===== src/core/cmtc_pkg.sv =====
// Shared constants and types of the CAN mailbox transmit control block
package cmtc_pkg;
  // Mailbox count and index width
  localparam int unsigned NMB = 4;
  localparam int unsigned IDXW = 2;
  localparam int unsigned IDW = 29;
  // Mailbox command codes
  localparam logic [3:0] CODE_OFF = 4'h0;
  localparam logic [3:0] CODE_INACTIVE = 4'h8;
  localparam logic [3:0] CODE_ABORT = 4'h9;
  localparam logic [3:0] CODE_TX = 4'hc;
  // Register byte offsets
  localparam logic [11:0] OFF_CTRL = 12'h000;
  localparam logic [11:0] OFF_STATUS = 12'h004;
  localparam logic [11:0] OFF_CLEAR = 12'h008;
  localparam logic [11:0] OFF_IRQ_EN = 12'h00c;
  localparam logic [11:0] OFF_TXSTAT = 12'h010;
  // Mailbox window: 0x40 + 0x10 * index, word select below
  localparam logic [5:0] MB_REGION = 6'h01;
  localparam logic [1:0] MB_WORD_CS = 2'h0;
  localparam logic [1:0] MB_WORD_ID = 2'h1;
  localparam logic [1:0] MB_WORD_DATA = 2'h2;
  // Field positions
  localparam int unsigned CS_CODE_LSB = 24;
  localparam int unsigned CS_DLC_LSB = 16;
  localparam int unsigned CTRL_AEN_BIT = 0;
  localparam int unsigned TXSTAT_IDX_LSB = 1;
  // Reset values
  localparam logic [3:0] RST_CODE = 4'h0;
  localparam logic RST_AEN = 1'b0;
  localparam logic [NMB-1:0] RST_FLAGS = 4'h0;
  localparam logic [NMB-1:0] RST_MASK = 4'h0;
  // Transmit sequencer states
  typedef enum logic {ST_IDLE, ST_SEND} cmtc_st_t;
endpackage


===== src/core/cmtc_irq.sv =====
// Sticky completion flags, write-one-to-clear, enable mask and interrupt line
`timescale 1ns/100ps
`default_nettype none
module cmtc_irq (
  // Clock and reset
  input wire logic hclk,
  input wire logic hresetn,
  // Event pulses, one bit per mailbox
  input wire logic [cmtc_pkg::NMB-1:0] set,
  // Software clear and mask writes
  input wire logic clr_wr,
  input wire logic en_wr,
  input wire logic [cmtc_pkg::NMB-1:0] wdata,
  // State and interrupt
  output logic [cmtc_pkg::NMB-1:0] flags,
  output logic [cmtc_pkg::NMB-1:0] mask,
  output logic irq
);
  logic [cmtc_pkg::NMB-1:0] flags_r, flags_nxt; // Sticky done flags
  logic [cmtc_pkg::NMB-1:0] mask_r, mask_nxt; // Interrupt mask
  logic irq_r, irq_nxt; // Registered interrupt level

  // Set beats clear so a completion in the clear cycle survives
  always_comb begin
    flags_nxt = clr_wr ? (flags_r & ~wdata) : flags_r;
    flags_nxt = flags_nxt | set;
    mask_nxt = en_wr ? wdata : mask_r;
    irq_nxt = |(flags_nxt & mask_nxt);
  end

  // Register stage
  always_ff @(posedge hclk or negedge hresetn) begin
    if (!hresetn) begin
      flags_r <= cmtc_pkg::RST_FLAGS;
      mask_r <= cmtc_pkg::RST_MASK;
      irq_r <= 1'b0;
    end else begin
      flags_r <= flags_nxt;
      mask_r <= mask_nxt;
      irq_r <= irq_nxt;
    end
  end

  assign flags = flags_r;
  assign mask = mask_r;
  assign irq = irq_r;
endmodule
`default_nettype wire


===== src/core/cmtc_scan.sv =====
// Arbitration scan: walks the mailboxes one per cycle, lowest identifier wins
`timescale 1ns/100ps
`default_nettype none
module cmtc_scan (
  // Clock and reset
  input wire logic hclk,
  input wire logic hresetn,
  // Control
  input wire logic start,
  // Mailbox contents
  input wire logic [cmtc_pkg::NMB-1:0][3:0] codes,
  input wire logic [cmtc_pkg::NMB-1:0][cmtc_pkg::IDW-1:0] ids,
  // Result
  output logic busy,
  output logic done,
  output logic found,
  output logic [cmtc_pkg::IDXW-1:0] win
);
  logic busy_r, busy_nxt; // Walk in progress
  logic done_r, done_nxt; // Result pulse
  logic found_r, found_nxt; // Some mailbox holds the transmit code
  logic [cmtc_pkg::IDXW-1:0] idx_r, idx_nxt; // Mailbox under scan
  logic [cmtc_pkg::IDXW-1:0] win_r, win_nxt; // Best so far
  logic [cmtc_pkg::IDW-1:0] best_r, best_nxt; // Best identifier so far

  // Each code is sampled when its slot comes up; a later change is the
  // caller's business to catch with a rescan
  always_comb begin
    busy_nxt = busy_r;
    done_nxt = 1'b0;
    found_nxt = found_r;
    idx_nxt = idx_r;
    win_nxt = win_r;
    best_nxt = best_r;
    if (start) begin
      busy_nxt = 1'b1;
      found_nxt = 1'b0;
      idx_nxt = '0;
    end else if (busy_r) begin
      if (codes[idx_r] == cmtc_pkg::CODE_TX && (!found_r || ids[idx_r] < best_r)) begin
        found_nxt = 1'b1;
        win_nxt = idx_r;
        best_nxt = ids[idx_r];
      end
      idx_nxt = idx_r + 1'b1;
      if (idx_r == cmtc_pkg::IDXW'(cmtc_pkg::NMB - 1)) begin
        busy_nxt = 1'b0;
        done_nxt = 1'b1;
      end
    end
  end

  // Register stage
  always_ff @(posedge hclk or negedge hresetn) begin
    if (!hresetn) begin
      busy_r <= 1'b0;
      done_r <= 1'b0;
      found_r <= 1'b0;
      idx_r <= '0;
      win_r <= '0;
      best_r <= '0;
    end else begin
      busy_r <= busy_nxt;
      done_r <= done_nxt;
      found_r <= found_nxt;
      idx_r <= idx_nxt;
      win_r <= win_nxt;
      best_r <= best_nxt;
    end
  end

  assign busy = busy_r;
  assign done = done_r;
  assign found = found_r;
  assign win = win_r;
endmodule
`default_nettype wire


===== src/core/cmtc_top.sv =====
// CAN mailbox transmit control: AHB-Lite registers, scheduling, abort, interrupt
`timescale 1ns/100ps
`default_nettype none
module cmtc_top (
  // Clock and reset
  input wire logic hclk,
  input wire logic hresetn,
  // AHB-Lite slave
  input wire logic hsel,
  input wire logic [11:0] haddr,
  input wire logic [1:0] htrans,
  input wire logic hwrite,
  input wire logic [2:0] hsize,
  input wire logic [31:0] hwdata,
  input wire logic hready,
  output logic hreadyout,
  output logic hresp,
  output logic [31:0] hrdata,
  // CAN bit engine side
  input wire logic bus_idle,
  input wire logic rx_frame_start,
  input wire logic tx_done,
  input wire logic tx_lost,
  output logic tx_req,
  output logic [cmtc_pkg::IDW-1:0] tx_id,
  output logic [3:0] tx_dlc,
  output logic [31:0] tx_data,
  // Interrupt
  output logic irq
);
  localparam int unsigned N = cmtc_pkg::NMB;

  // Bus slave state
  logic wr_pend_r, wr_pend_nxt; // Write data phase open
  logic rd_pend_r, rd_pend_nxt; // Read wait state open
  logic [11:0] addr_r, addr_nxt; // Latched address
  logic [31:0] hrdata_r, hrdata_nxt; // Read data flop
  // Mailbox storage
  logic [N-1:0][3:0] code_r, code_nxt;
  logic [N-1:0][3:0] dlc_r, dlc_nxt;
  logic [N-1:0][cmtc_pkg::IDW-1:0] id_r, id_nxt;
  logic [N-1:0][31:0] data_r, data_nxt;
  logic [N-1:0] abort_pend_r, abort_pend_nxt; // Abort waits on frame in flight
  logic aen_r, aen_nxt; // abort_enable_setting
  // Sequencer state
  cmtc_pkg::cmtc_st_t st_r, st_nxt;
  logic rescan_r, rescan_nxt; // Scan result is stale
  logic [cmtc_pkg::IDXW-1:0] cur_r, cur_nxt; // Mailbox being sent
  logic tx_req_r, tx_req_nxt;
  logic [cmtc_pkg::IDW-1:0] tx_id_r, tx_id_nxt;
  logic [3:0] tx_dlc_r, tx_dlc_nxt;
  logic [31:0] tx_data_r, tx_data_nxt;
  // Decode and glue
  logic accept; // Address phase taken
  logic mb_hit; // Mailbox window selected
  logic [cmtc_pkg::IDXW-1:0] mb_idx;
  logic [1:0] mb_word;
  logic cs_wr; // Control word write this cycle
  logic [N-1:0] cs_onehot;
  logic [3:0] wr_code;
  logic any_tx;
  logic [N-1:0] flag_set; // Completion events
  logic [N-1:0] flags, mask;
  logic scan_start, scan_busy, scan_done, scan_found;
  logic [cmtc_pkg::IDXW-1:0] scan_win;
  logic launch;

  // Address and strobe decode; reads get one wait so data is always fresh
  assign accept = hsel && hready && htrans[1];
  assign mb_hit = addr_r[11:6] == cmtc_pkg::MB_REGION;
  assign mb_idx = addr_r[5:4];
  assign mb_word = addr_r[3:2];
  assign cs_wr = wr_pend_r && mb_hit && mb_word == cmtc_pkg::MB_WORD_CS;
  assign cs_onehot = cs_wr ? (N'(1) << mb_idx) : '0;
  assign wr_code = hwdata[cmtc_pkg::CS_CODE_LSB +: 4];
  assign hreadyout = !rd_pend_r;
  assign hresp = 1'b0;

  // Bus slave phases; hsize is ignored as only whole words are used
  always_comb begin
    wr_pend_nxt = accept && hwrite;
    rd_pend_nxt = accept && !hwrite;
    addr_nxt = accept ? haddr : addr_r;
    hrdata_nxt = hrdata_r;
    if (rd_pend_r) begin
      hrdata_nxt = '0;
      if (mb_hit) begin
        unique case (mb_word)
          cmtc_pkg::MB_WORD_CS: begin
            hrdata_nxt[cmtc_pkg::CS_CODE_LSB +: 4] = code_r[mb_idx];
            hrdata_nxt[cmtc_pkg::CS_DLC_LSB +: 4] = dlc_r[mb_idx];
          end
          cmtc_pkg::MB_WORD_ID: hrdata_nxt[cmtc_pkg::IDW-1:0] = id_r[mb_idx];
          cmtc_pkg::MB_WORD_DATA: hrdata_nxt = data_r[mb_idx];
          default: hrdata_nxt = '0;
        endcase
      end else begin
        unique case (addr_r)
          cmtc_pkg::OFF_CTRL: hrdata_nxt[cmtc_pkg::CTRL_AEN_BIT] = aen_r;
          cmtc_pkg::OFF_STATUS: hrdata_nxt[N-1:0] = flags;
          cmtc_pkg::OFF_IRQ_EN: hrdata_nxt[N-1:0] = mask;
          cmtc_pkg::OFF_TXSTAT: begin
            hrdata_nxt[0] = tx_req_r;
            hrdata_nxt[cmtc_pkg::TXSTAT_IDX_LSB +: cmtc_pkg::IDXW] = cur_r;
          end
          default: hrdata_nxt = '0; // Unmapped and clear register read zero
        endcase
      end
    end
  end

  always_ff @(posedge hclk or negedge hresetn) begin
    if (!hresetn) begin
      wr_pend_r <= 1'b0;
      rd_pend_r <= 1'b0;
      addr_r <= '0;
      hrdata_r <= '0;
    end else begin
      wr_pend_r <= wr_pend_nxt;
      rd_pend_r <= rd_pend_nxt;
      addr_r <= addr_nxt;
      hrdata_r <= hrdata_nxt;
    end
  end
  assign hrdata = hrdata_r;

  // Mailbox contents, abort handling and completion events
  always_comb begin
    code_nxt = code_r;
    dlc_nxt = dlc_r;
    id_nxt = id_r;
    data_nxt = data_r;
    abort_pend_nxt = abort_pend_r;
    aen_nxt = aen_r;
    flag_set = '0;
    // Frame outcome for the mailbox in flight
    if (st_r == cmtc_pkg::ST_SEND && tx_done) begin
      if (code_r[cur_r] == cmtc_pkg::CODE_TX) begin
        code_nxt[cur_r] = cmtc_pkg::CODE_INACTIVE;
        flag_set[cur_r] = 1'b1; // Sent; code reads back inactive
      end
      abort_pend_nxt[cur_r] = 1'b0;
    end else if (st_r == cmtc_pkg::ST_SEND && tx_lost && abort_pend_r[cur_r]) begin
      code_nxt[cur_r] = cmtc_pkg::CODE_ABORT;
      flag_set[cur_r] = 1'b1; // Lost arbitration, abort takes effect
      abort_pend_nxt[cur_r] = 1'b0;
    end
    // Software writes override the stored word afterwards
    if (wr_pend_r && !mb_hit && addr_r == cmtc_pkg::OFF_CTRL) begin
      aen_nxt = hwdata[cmtc_pkg::CTRL_AEN_BIT];
    end
    if (wr_pend_r && mb_hit && mb_word == cmtc_pkg::MB_WORD_ID) begin
      id_nxt[mb_idx] = hwdata[cmtc_pkg::IDW-1:0];
    end
    if (wr_pend_r && mb_hit && mb_word == cmtc_pkg::MB_WORD_DATA) begin
      data_nxt[mb_idx] = hwdata;
    end
    if (cs_wr) begin
      dlc_nxt[mb_idx] = hwdata[cmtc_pkg::CS_DLC_LSB +: 4];
      if (wr_code == cmtc_pkg::CODE_ABORT && aen_r) begin
        if (code_r[mb_idx] == cmtc_pkg::CODE_TX) begin
          if (st_r == cmtc_pkg::ST_SEND && cur_r == mb_idx) begin
            abort_pend_nxt[mb_idx] = 1'b1; // Frame on the wire decides
          end else begin
            code_nxt[mb_idx] = cmtc_pkg::CODE_ABORT;
            flag_set[mb_idx] = 1'b1; // Cancelled before it left
          end
        end
      end else if (wr_code == cmtc_pkg::CODE_ABORT) begin
        code_nxt[mb_idx] = cmtc_pkg::CODE_INACTIVE; // Silent deactivation
        abort_pend_nxt[mb_idx] = 1'b0;
      end else begin
        code_nxt[mb_idx] = wr_code; // Pending frame may still go, unflagged
        abort_pend_nxt[mb_idx] = 1'b0;
      end
    end
  end

  always_ff @(posedge hclk or negedge hresetn) begin
    if (!hresetn) begin
      code_r <= {N{cmtc_pkg::RST_CODE}};
      dlc_r <= '0;
      id_r <= '0;
      data_r <= '0;
      abort_pend_r <= '0;
      aen_r <= cmtc_pkg::RST_AEN;
    end else begin
      code_r <= code_nxt;
      dlc_r <= dlc_nxt;
      id_r <= id_nxt;
      data_r <= data_nxt;
      abort_pend_r <= abort_pend_nxt;
      aen_r <= aen_nxt;
    end
  end

  // Scheduling: any control write or frame start marks the scan stale, so a
  // code written just after its slot is scanned is never missed
  always_comb begin
    any_tx = 1'b0;
    for (int i = 0; i < N; i++) begin
      any_tx = any_tx | (code_r[i] == cmtc_pkg::CODE_TX);
    end
  end
  assign scan_start = !scan_busy && !scan_done
    && (rescan_r || (st_r == cmtc_pkg::ST_IDLE && bus_idle && any_tx));
  // A control write in the launch cycle may abort or replace the winner, so
  // it defers the launch to the rescan it triggers
  assign launch = st_r == cmtc_pkg::ST_IDLE && scan_done && scan_found && !rescan_r
    && !cs_wr && bus_idle && code_r[scan_win] == cmtc_pkg::CODE_TX;

  always_comb begin
    // Set wins over the clear taken by a starting scan
    rescan_nxt = (rescan_r && !scan_start) || cs_wr || rx_frame_start;
    st_nxt = st_r;
    cur_nxt = cur_r;
    tx_req_nxt = tx_req_r;
    tx_id_nxt = tx_id_r;
    tx_dlc_nxt = tx_dlc_r;
    tx_data_nxt = tx_data_r;
    unique case (st_r)
      cmtc_pkg::ST_IDLE: begin
        if (launch) begin
          st_nxt = cmtc_pkg::ST_SEND;
          cur_nxt = scan_win;
          tx_req_nxt = 1'b1;
          tx_id_nxt = id_r[scan_win];
          tx_dlc_nxt = dlc_r[scan_win];
          tx_data_nxt = data_r[scan_win];
        end
      end
      cmtc_pkg::ST_SEND: begin
        if (tx_done || tx_lost) begin
          st_nxt = cmtc_pkg::ST_IDLE;
          tx_req_nxt = 1'b0;
        end
      end
    endcase
  end

  always_ff @(posedge hclk or negedge hresetn) begin
    if (!hresetn) begin
      st_r <= cmtc_pkg::ST_IDLE;
      rescan_r <= 1'b0;
      cur_r <= '0;
      tx_req_r <= 1'b0;
      tx_id_r <= '0;
      tx_dlc_r <= '0;
      tx_data_r <= '0;
    end else begin
      st_r <= st_nxt;
      rescan_r <= rescan_nxt;
      cur_r <= cur_nxt;
      tx_req_r <= tx_req_nxt;
      tx_id_r <= tx_id_nxt;
      tx_dlc_r <= tx_dlc_nxt;
      tx_data_r <= tx_data_nxt;
    end
  end
  assign tx_req = tx_req_r;
  assign tx_id = tx_id_r;
  assign tx_dlc = tx_dlc_r;
  assign tx_data = tx_data_r;

  // Arbitration scan engine
  cmtc_scan u_scan (
    .hclk(hclk),
    .hresetn(hresetn),
    .start(scan_start),
    .codes(code_r),
    .ids(id_r),
    .busy(scan_busy),
    .done(scan_done),
    .found(scan_found),
    .win(scan_win)
  );

  // Done flags and interrupt
  cmtc_irq u_irq (
    .hclk(hclk),
    .hresetn(hresetn),
    .set(flag_set),
    .clr_wr(wr_pend_r && !mb_hit && addr_r == cmtc_pkg::OFF_CLEAR),
    .en_wr(wr_pend_r && !mb_hit && addr_r == cmtc_pkg::OFF_IRQ_EN),
    .wdata(hwdata[N-1:0]),
    .flags(flags),
    .mask(mask),
    .irq(irq)
  );
endmodule
`default_nettype wire


===== config.mk =====
export PLATFORM = sky130hd
export DESIGN_NAME = cmtc_top
export DESIGN_NICKNAME = d
export VERILOG_FILES = /design/src/core/cmtc_pkg.sv /design/src/core/cmtc_irq.sv /design/src/core/cmtc_scan.sv /design/src/core/cmtc_top.sv
export SDC_FILE = /design/constraint.sdc
export NUM_CORES = 1
export LEC_CHECK = 0
export ABC_AREA = 1
export BUFFER_PORTS_ARGS = -buffer_cell sky130_fd_sc_hd__buf_4
export CAP_MARGIN = 10
export CORE_MARGIN = 4
export CORE_UTILIZATION = 35
export CTS_CLUSTER_DIAMETER = 100
export DETAILED_ROUTE_END_ITERATION = 8
export SLEW_MARGIN = 5
export SYNTH_ARGS = -nofsm -noshare
export SYNTH_HDL_FRONTEND = slang
export SYNTH_SLANG_ARGS = --single-unit
export TNS_END_PERCENT = 20

===== constraint.sdc =====
create_clock -name hclk -period 7.4 [get_ports hclk]
set_clock_uncertainty 0.1 [all_clocks]
set_input_delay 0.74 -clock hclk [delete_from_list [all_inputs] [get_ports hclk]]
set_output_delay 0.74 -clock hclk [all_outputs]
set_load 0.02 [all_outputs]

**Word level (Yosys, flattened, before mapping)**

Index checks and enable logic that the tools add are counted.
W data, S select, Z words.

- Output and inout port bits: 101
- Register bits: 442
- Input port bits: 58
- Word-level logic and storage cells: 237

- Reduce and logical (&&, ||, !) cells: 54
- Bitwise operators: 27
- Multiplexer cells: 90
- Equality and inequality tests: 20
- Magnitude comparators: 7
- Add/sub/neg operators: 1

Operators with widths:

| cell | number |
|---|---|
| $bmux W29 S2 | 3 |
| $bmux W32 S2 | 2 |
| $bwmux W128 | 1 |
| $mux W16 | 8 |
| $mux W32 | 4 |
| $bwmux W116 | 1 |
| $mux W29 | 4 |
| $mux W4 | 23 |
| $demux W32 S2 | 1 |
| $demux W29 S2 | 1 |
| $bmux W4 S2 | 6 |
| $eq A4 B4 Y1 const B | 9 |
| $bwmux W16 | 2 |
| $pmux W16 S2 | 1 |
| $logic_and A1 B1 Y1 | 31 |
| $lt A29 B29 Y1 | 1 |
| $and A12 B12 Y12 | 2 |
| $eq A12 B4 Y1 const B | 2 |
| $not A12 Y12 | 2 |
| $pmux W4 S3 | 2 |
| $or A4 B4 Y4 | 5 |
| $and A4 B4 Y4 | 4 |
| $and A8 B8 Y8 | 2 |
| $demux W4 S2 | 2 |
| other kinds (33) | 80 |

**Longest topological paths before layout**

- Depth in word-level cells: 14
- Gate-level depth with buffers: 20
- Mapped depth without buffers: 17

**By module**

Synthesis repeated with hierarchy kept, for this count alone.

- Cell total of the unflattened synthesis: 3,116
- Area total of the unflattened synthesis: 23,075.9 um2

Modules (own cells, without submodules):

| module | instances | cells each | seq. area each (um2) | area each (um2) |
|---|---|---|---|---|
| cmtc_top | 1 | 2,618 | 9,934.5 | 19,675.1 |
| cmtc_scan | 1 | 451 | 900.9 | 3,020.4 |
| cmtc_irq | 1 | 47 | 225.2 | 380.4 |

**Worst setup path before layout**

OpenSTA, ideal clock, no wires.

- Path kind: register to register
- Start point: register u_scan.idx_r[0] in the netlist's numbering
- End point: register u_scan.best_r[11] in the netlist's numbering
- Setup time: 0.117 ns
- Cell stages (with the launch flop): 20
- Path buffers: 3
- Arrival: 2.564 ns
- Required time: 7.183 ns
- Path slack: 4.619 ns
- Period minus slack after synthesis: 2.781 ns
- Cell sequence: dfrtp_1 -> inv_2 -> clkbuf_1 -> clkbuf_1 -> nor2_1 -> o22ai_1 -> ha_1 -> nand2_1 -> inv_1 -> o21ai_0 -> a21oi_1 -> nor2_1 -> nand2_1 -> nand2_1 -> nand2_1 -> nand2_1 -> nand2_1 -> clkbuf_1 -> nand2_1 -> nand2_1

- Longest elaborated chain between the ends: 6
- Elaborated cells between the ends (all ways): 9
- Classes of those cells: order compare (1); eq/ne (1); mux (4); reduce/logical (3)

RTL lines:

| element | RTL line | RTL |
|---|---|---|
| start, declared | cmtc_scan.sv:22 | `logic [cmtc_pkg::IDXW-1:0] idx_r, idx_nxt;` |
| start signal, assigned | cmtc_scan.sv:66 | `idx_r <= idx_nxt;` |
| $bmux W29 S2 | cmtc_scan.sv:40, cmtc_scan.sv:43 |  |
| $mux W29 (not written as such) | cmtc_scan.sv:40, cmtc_scan.sv:43 |  |
| $lt A29 B29 Y1 | cmtc_scan.sv:40 | `if (codes[idx_r] == cmtc_pkg::CODE_TX && (!found_r \|\| ids[idx_r] < best_r)) begin` |
| $logic_or A1 B1 Y1 | cmtc_scan.sv:40 |  |
| $logic_and A1 B1 Y1 | cmtc_scan.sv:40 |  |
| $reduce_and A3 Y1 (no source line) | - |  |
| end signal, assigned | cmtc_scan.sv:68 | `best_r <= best_nxt;` |
| end, declared | cmtc_scan.sv:24 | `logic [cmtc_pkg::IDW-1:0] best_r, best_nxt;` |

Parallel ways exist; a longest one is shown, timed or not. The select of a mux whose other input is x is not followed.
A chain may end at the register's enable or synchronous reset.

**Worst setup path in the final report**

- Start point: register u_scan.idx_r[0] in the netlist's numbering
- End point: register u_scan.best_r[5] in the netlist's numbering

Same word-level chain as after synthesis.

==> tab_implementation.tex <==
\begin{tabular}{lr}
\hline
Metric & Value \\
\hline
\multicolumn{2}{l}{\textbf{Critical path}} \\
\quad Crit-path max cell delay & $\sim$0.58 ns \\
\quad Most frequent cell on the critical path & sky130\_fd\_sc\_hd\_\_nand2\_1 \\
\quad Worst-path maximum fanout & 66 \\
\quad Gate family responsible for the most delay along the worst path & buffers and inverters \\
\quad Required time of the critical path & 7.80 ns \\
\quad Crit path max-delay cell type & sky130\_fd\_sc\_hd\_\_buf\_4 \\
\quad Worst endpoint data arrival time & roughly 4.4 ns \\
\quad CP bufs+invs & 5 \\
\quad Critical Path Start Type & flip-flop \\
\quad Worst setup path category & reg -> reg \\
\quad Crit-path cells & buf\_4, inv\_2, buf\_4, o21ai\_0, o22ai\_1, ha\_1, nand2\_1, inv\_1, o21ai\_0, a21oi\_1, nor2\_1, nand2\_1, nand2\_1, nand2\_1, nand2\_1, nand2\_1, buf\_4, nand2\_1, nand2\_1 \\
\quad Type of element capturing the critical path & flip-flop \\
\multicolumn{2}{l}{\textbf{Run status}} \\
\quad Result of the run & completed \\
\multicolumn{2}{l}{\textbf{Global route}} \\
\quad Via count of the first global-routing pass & roughly 19000 \\
\quad Initial antenna violation count & 1 \\
\quad Global-route usage over all layers & 21.37\% \\
\quad Maximum number of pins on one net before global-route repair & 159 \\
\quad Global-route wire length before repair & around 110000 um \\
\quad Overflow left after global routing & 0 \\
\multicolumn{2}{l}{\textbf{Detailed routing}} \\
\quad Drt total wl & around 74000 um \\
\quad Number of nets with antenna violations after detailed routing & 0 \\
\quad Final routed wire length divided by cell count & just under 20 um \\
\quad Drc violations & 0 \\
\quad Post-DR vias/cell & about 5.4 \\
\quad Initial drt markers & around 2200 \\
\quad First-pass iteration count of the detailed router & 6 \\
\quad Total vias in the final route & between 20000 and 25000 \\
\multicolumn{2}{l}{\textbf{Timing}} \\
\quad Post-route setup TNS & 0 ns \\
\quad Tightest Pin Transition & roughly 1.2 ns \\
\quad Final hold violation count & 0 \\
\quad Setup-violating endpoint count in the final report & 0 \\
\quad Final period util & 53.96\% \\
\quad Achievable frequency & roughly 0.25 GHz \\
\quad Setup repair after global routing missed its margin & false \\
\quad Worst Setup Slack, final & between 3 and 4 ns \\
\quad Worst slew slack as a fraction of its limit & a little over a fifth \\
\quad Time the final worst path needs with I/O delays and setup & about 4.0 ns \\
\quad Worst Hold Margin & a little under 0.1 ns \\
\quad Max Slew Vio Count & 0 \\
\multicolumn{2}{l}{\textbf{Pwr}} \\
\quad Lkg Pwr & 12.98 nW \\
\quad Worst ir drop on vdd & between 150 and 200 uV \\
\quad Overall power & approximately 8 mW \\
\quad Pwr dens & approximately 310 nW/um\^{}2 \\
\multicolumn{2}{l}{\textbf{Clock network}} \\
\quad CTS H-tree depth & 2 \\
\quad Post-cts gate resize count & 0 \\
\quad Clk Tree Root Cell & sky130\_fd\_sc\_hd\_\_clkbuf\_16 \\
\quad Post-CTS Repair Setup Buffers & 0 \\
\quad CTS Buf Count & 48 \\
\quad Clock transition at the registers of the reported paths & 0.06 ns \\
\quad Later-pin clock latency in the skew report & around 0.6 ns \\
\quad TritonCTS clock tree & yes \\
\quad Total of hold buffers inserted after clock tree synthesis & 0 \\
\quad Number of buffers between clock root and the deepest sink & 3 \\
\quad Clock sink count & $\sim$440 \\
\multicolumn{2}{l}{\textbf{Synth}} \\
\quad Area contributors post-synth & sky130\_fd\_sc\_hd\_\_dfrtp\_1 49\%, sky130\_fd\_sc\_hd\_\_nand2\_1 11\%, sky130\_fd\_sc\_hd\_\_o21ai\_0 10\% \\
\quad Post-Synthesis Net Count & roughly 2900 \\
\quad Netlist area before placement & roughly 22000 sq um \\
\quad Syn. warnings & 0 \\
\quad Average footprint of a synthesized cell & a little under 8 sq um \\
\quad Async set-or-reset flop fraction in the synthesized netlist & between 90\% and 100\% \\
\quad Share of the synthesized area in the top cell type & approximately 50\% \\
\quad Post-synthesis cell type count & 43 \\
\quad Top flip-flop cell by instance count after synthesis & sky130\_fd\_sc\_hd\_\_dfrtp\_1 \\
\quad Dominant cell type by area after synthesis & sky130\_fd\_sc\_hd\_\_dfrtp\_1 \\
\quad Number of standard cells after synthesis & about 2800 \\
\quad Post-synth EDFFs & 0 \\
\quad Sequential cell area fraction in the yosys report & slightly below 50\% \\
\quad Synthesized flop and latch total & around 440 \\
\multicolumn{2}{l}{\textbf{Final layout}} \\
\quad Layout cells sized above 1 & a little over a tenth \\
\quad Fill cell total of the finished layout & approximately 6400 \\
\quad Post-layout nets & 2979 \\
\quad Layout-stage area growth over the synthesis result & 15.04\% \\
\quad Fin area & about 26000 sq um \\
\quad Cell Count, Final, Fillers Out & between 3000 and 4000 \\
\quad Final core utilization & 40.79\% \\
\multicolumn{2}{l}{\textbf{Floorplanning}} \\
\quad Number of standard-cell rows in the floorplan & 92 \\
\quad Effective utilization at floorplan & between 30\% and 40\% \\
\quad Vertical die dimension & 261.0 um \\
\quad Width of the chip & about 260 um \\
\quad Area of the placeable core & 63200 sq um \\
\quad Die area & roughly 68000 sq um \\
\quad I/O pin count & approximately 160 \\
\multicolumn{2}{l}{\textbf{Placed design}} \\
\quad Post-Place Cells & between 3000 and 4000 \\
\quad Worst setup timing slack at the placement stage & about 3.5 ns \\
\quad Half-perimeter wire length after placement & 45740 um \\
\quad Routability cong. & roughly 0.9 \\
\quad Placement-stage cell area & approximately 24000 sq um \\
\quad Quantity of I/O buffers inserted on ports & 153 \\
\multicolumn{2}{l}{\textbf{Worst hold path}} \\
\quad Hold/Removal Path Class & in -> async \\
\multicolumn{2}{l}{\textbf{Flow run}} \\
\quad Max\_cap viols & 0 \\
\hline
\end{tabular}
## synthesized netlist by cell type, types with 2 or more instances
| master | number |
|---|---|
| sky130_fd_sc_hd__clkbuf_1 | 136 |
| sky130_fd_sc_hd__nor2_2 | 4 |
| sky130_fd_sc_hd__o22ai_1 | 78 |
| sky130_fd_sc_hd__buf_4 | 6 |
| sky130_fd_sc_hd__nand4_1 | 26 |
| sky130_fd_sc_hd__nand3b_1 | 2 |
| sky130_fd_sc_hd__a22o_1 | 3 |
| sky130_fd_sc_hd__mux2_2 | 7 |
| sky130_fd_sc_hd__dfrtp_1 | 442 |
| sky130_fd_sc_hd__o2bb2ai_1 | 6 |
| sky130_fd_sc_hd__nand2_1 | 642 |
| sky130_fd_sc_hd__nor2_4 | 2 |
| sky130_fd_sc_hd__o21ai_1 | 176 |
| sky130_fd_sc_hd__a21boi_1 | 16 |
| sky130_fd_sc_hd__nand3_1 | 65 |
| sky130_fd_sc_hd__inv_1 | 231 |
| sky130_fd_sc_hd__buf_2 | 34 |
| sky130_fd_sc_hd__o211ai_1 | 7 |
| sky130_fd_sc_hd__nor3_1 | 10 |
| sky130_fd_sc_hd__o21a_1 | 7 |
| sky130_fd_sc_hd__nand2_2 | 2 |
| sky130_fd_sc_hd__a22oi_1 | 97 |
| sky130_fd_sc_hd__inv_2 | 11 |
| sky130_fd_sc_hd__nor2_1 | 209 |
| sky130_fd_sc_hd__ha_1 | 34 |
| sky130_fd_sc_hd__buf_1 | 14 |
| sky130_fd_sc_hd__clkinv_1 | 2 |
| sky130_fd_sc_hd__a21oi_1 | 109 |
| sky130_fd_sc_hd__o21ai_0 | 450 |
## kinds of logic (layout without fill, tap and decap cells)
group / Yosys count / in the layout / share of synthesized area, %
other cells: 1 / 4 / 0.01674
simple gates: 968 / 968 / 17.30
mux: 7 / 7 / 0.3518
buf+inv: 435 / 514 / 7.612
flops: 442 / 442 / 49.37
fa+ha+maj: 34 / 34 / 1.899
compound gates: 955 / 955 / 23.45
## layout make-up
type	instances	area [sq um]	area share, %
Antenna cell	3	7.507	0.02912
Clock buffer	72	1423	5.519
Clock inverter	12	173.9	0.6747
Inverter	244	915.9	3.553
Multi-Input combinational cell	1965	9714	37.69
Sequential cell	442	11070	42.93
Tap cell	846	1059	4.107
Timing Repair Buffer	186	1416	5.495
## report_power, final
part | switching (mW) | internal (mW) | total [mW] | leakage (nW)
Clock | 1.02 | 1.46 | 2.48 | 0.783
Combinational | 1.81 | 0.784 | 2.60 | 7.57
Sequential | 0.202 | 2.65 | 2.85 | 4.62
## cell usage in the layout, fill, tap and decap left out, drive strengths merged, types with 2 or more instances in the layout
master | synthesis | layout
ha | 34 | 34
dfrtp | 442 | 442
nand2 | 644 | 644
a22oi | 97 | 97
nor2 | 215 | 215
o21ai | 626 | 626
buf | 55 | 186
diode | 0 | 3
clkbuf | 136 | 72
nor3 | 11 | 11
o211ai | 7 | 7
o22ai | 78 | 78
a22o | 3 | 3
bufinv | 0 | 4
nand4 | 27 | 27
a21oi | 109 | 109
mux2 | 7 | 7
o21a | 7 | 7
clkinv | 2 | 6
nand3b | 2 | 2
o2bb2ai | 6 | 6
a21boi | 17 | 17
inv | 242 | 245
nand3 | 67 | 67
## flip-flops by register name, summed over array words and instances (netlist names), 12 cells and up
register	flops
id_r	116
hrdata	32
code_r	16
dlc_r	16
addr_r	12
tx_id	29
u_scan.best_r	29
data_r	128
tx_data	32
## routing by layer
| metal | track usage (%) | share of wire (%) | vias up |
|---|---|---|---|
| met5 | 0 | 0 | - |
| met4 | 5.635 | 2.5 | 0 |
| met3 | 3.065 | 7.5 | 114 |
| met2 | 33.26 | 45 | 823 |
| met1 | 31.40 | 45 | 9660 |
| li1 | - | - | 9632 |
## path summary, 6_finish.rpt
kind | startpoint | endpoint | slack, ns | depth (start not counted)
setup / recovery | u_scan.idx_r[0] | u_scan.best_r[5] | 3.41 | 19
hold / removal | hresetn | data_r[126] | 0.1 | 1
setup reg to reg | u_scan.idx_r[0] | u_scan.best_r[5] | 3.41 | 19
hold reg to reg | u_scan.best_r[15] | u_scan.best_r[15] | 0.37 | 2
min in group hclk | hwrite | rd_pend_r | 0.22 | 2
max in group asynchronous | hresetn | u_scan.win[0] | 5.51 | 2
(Power assumes the default switching activity.)
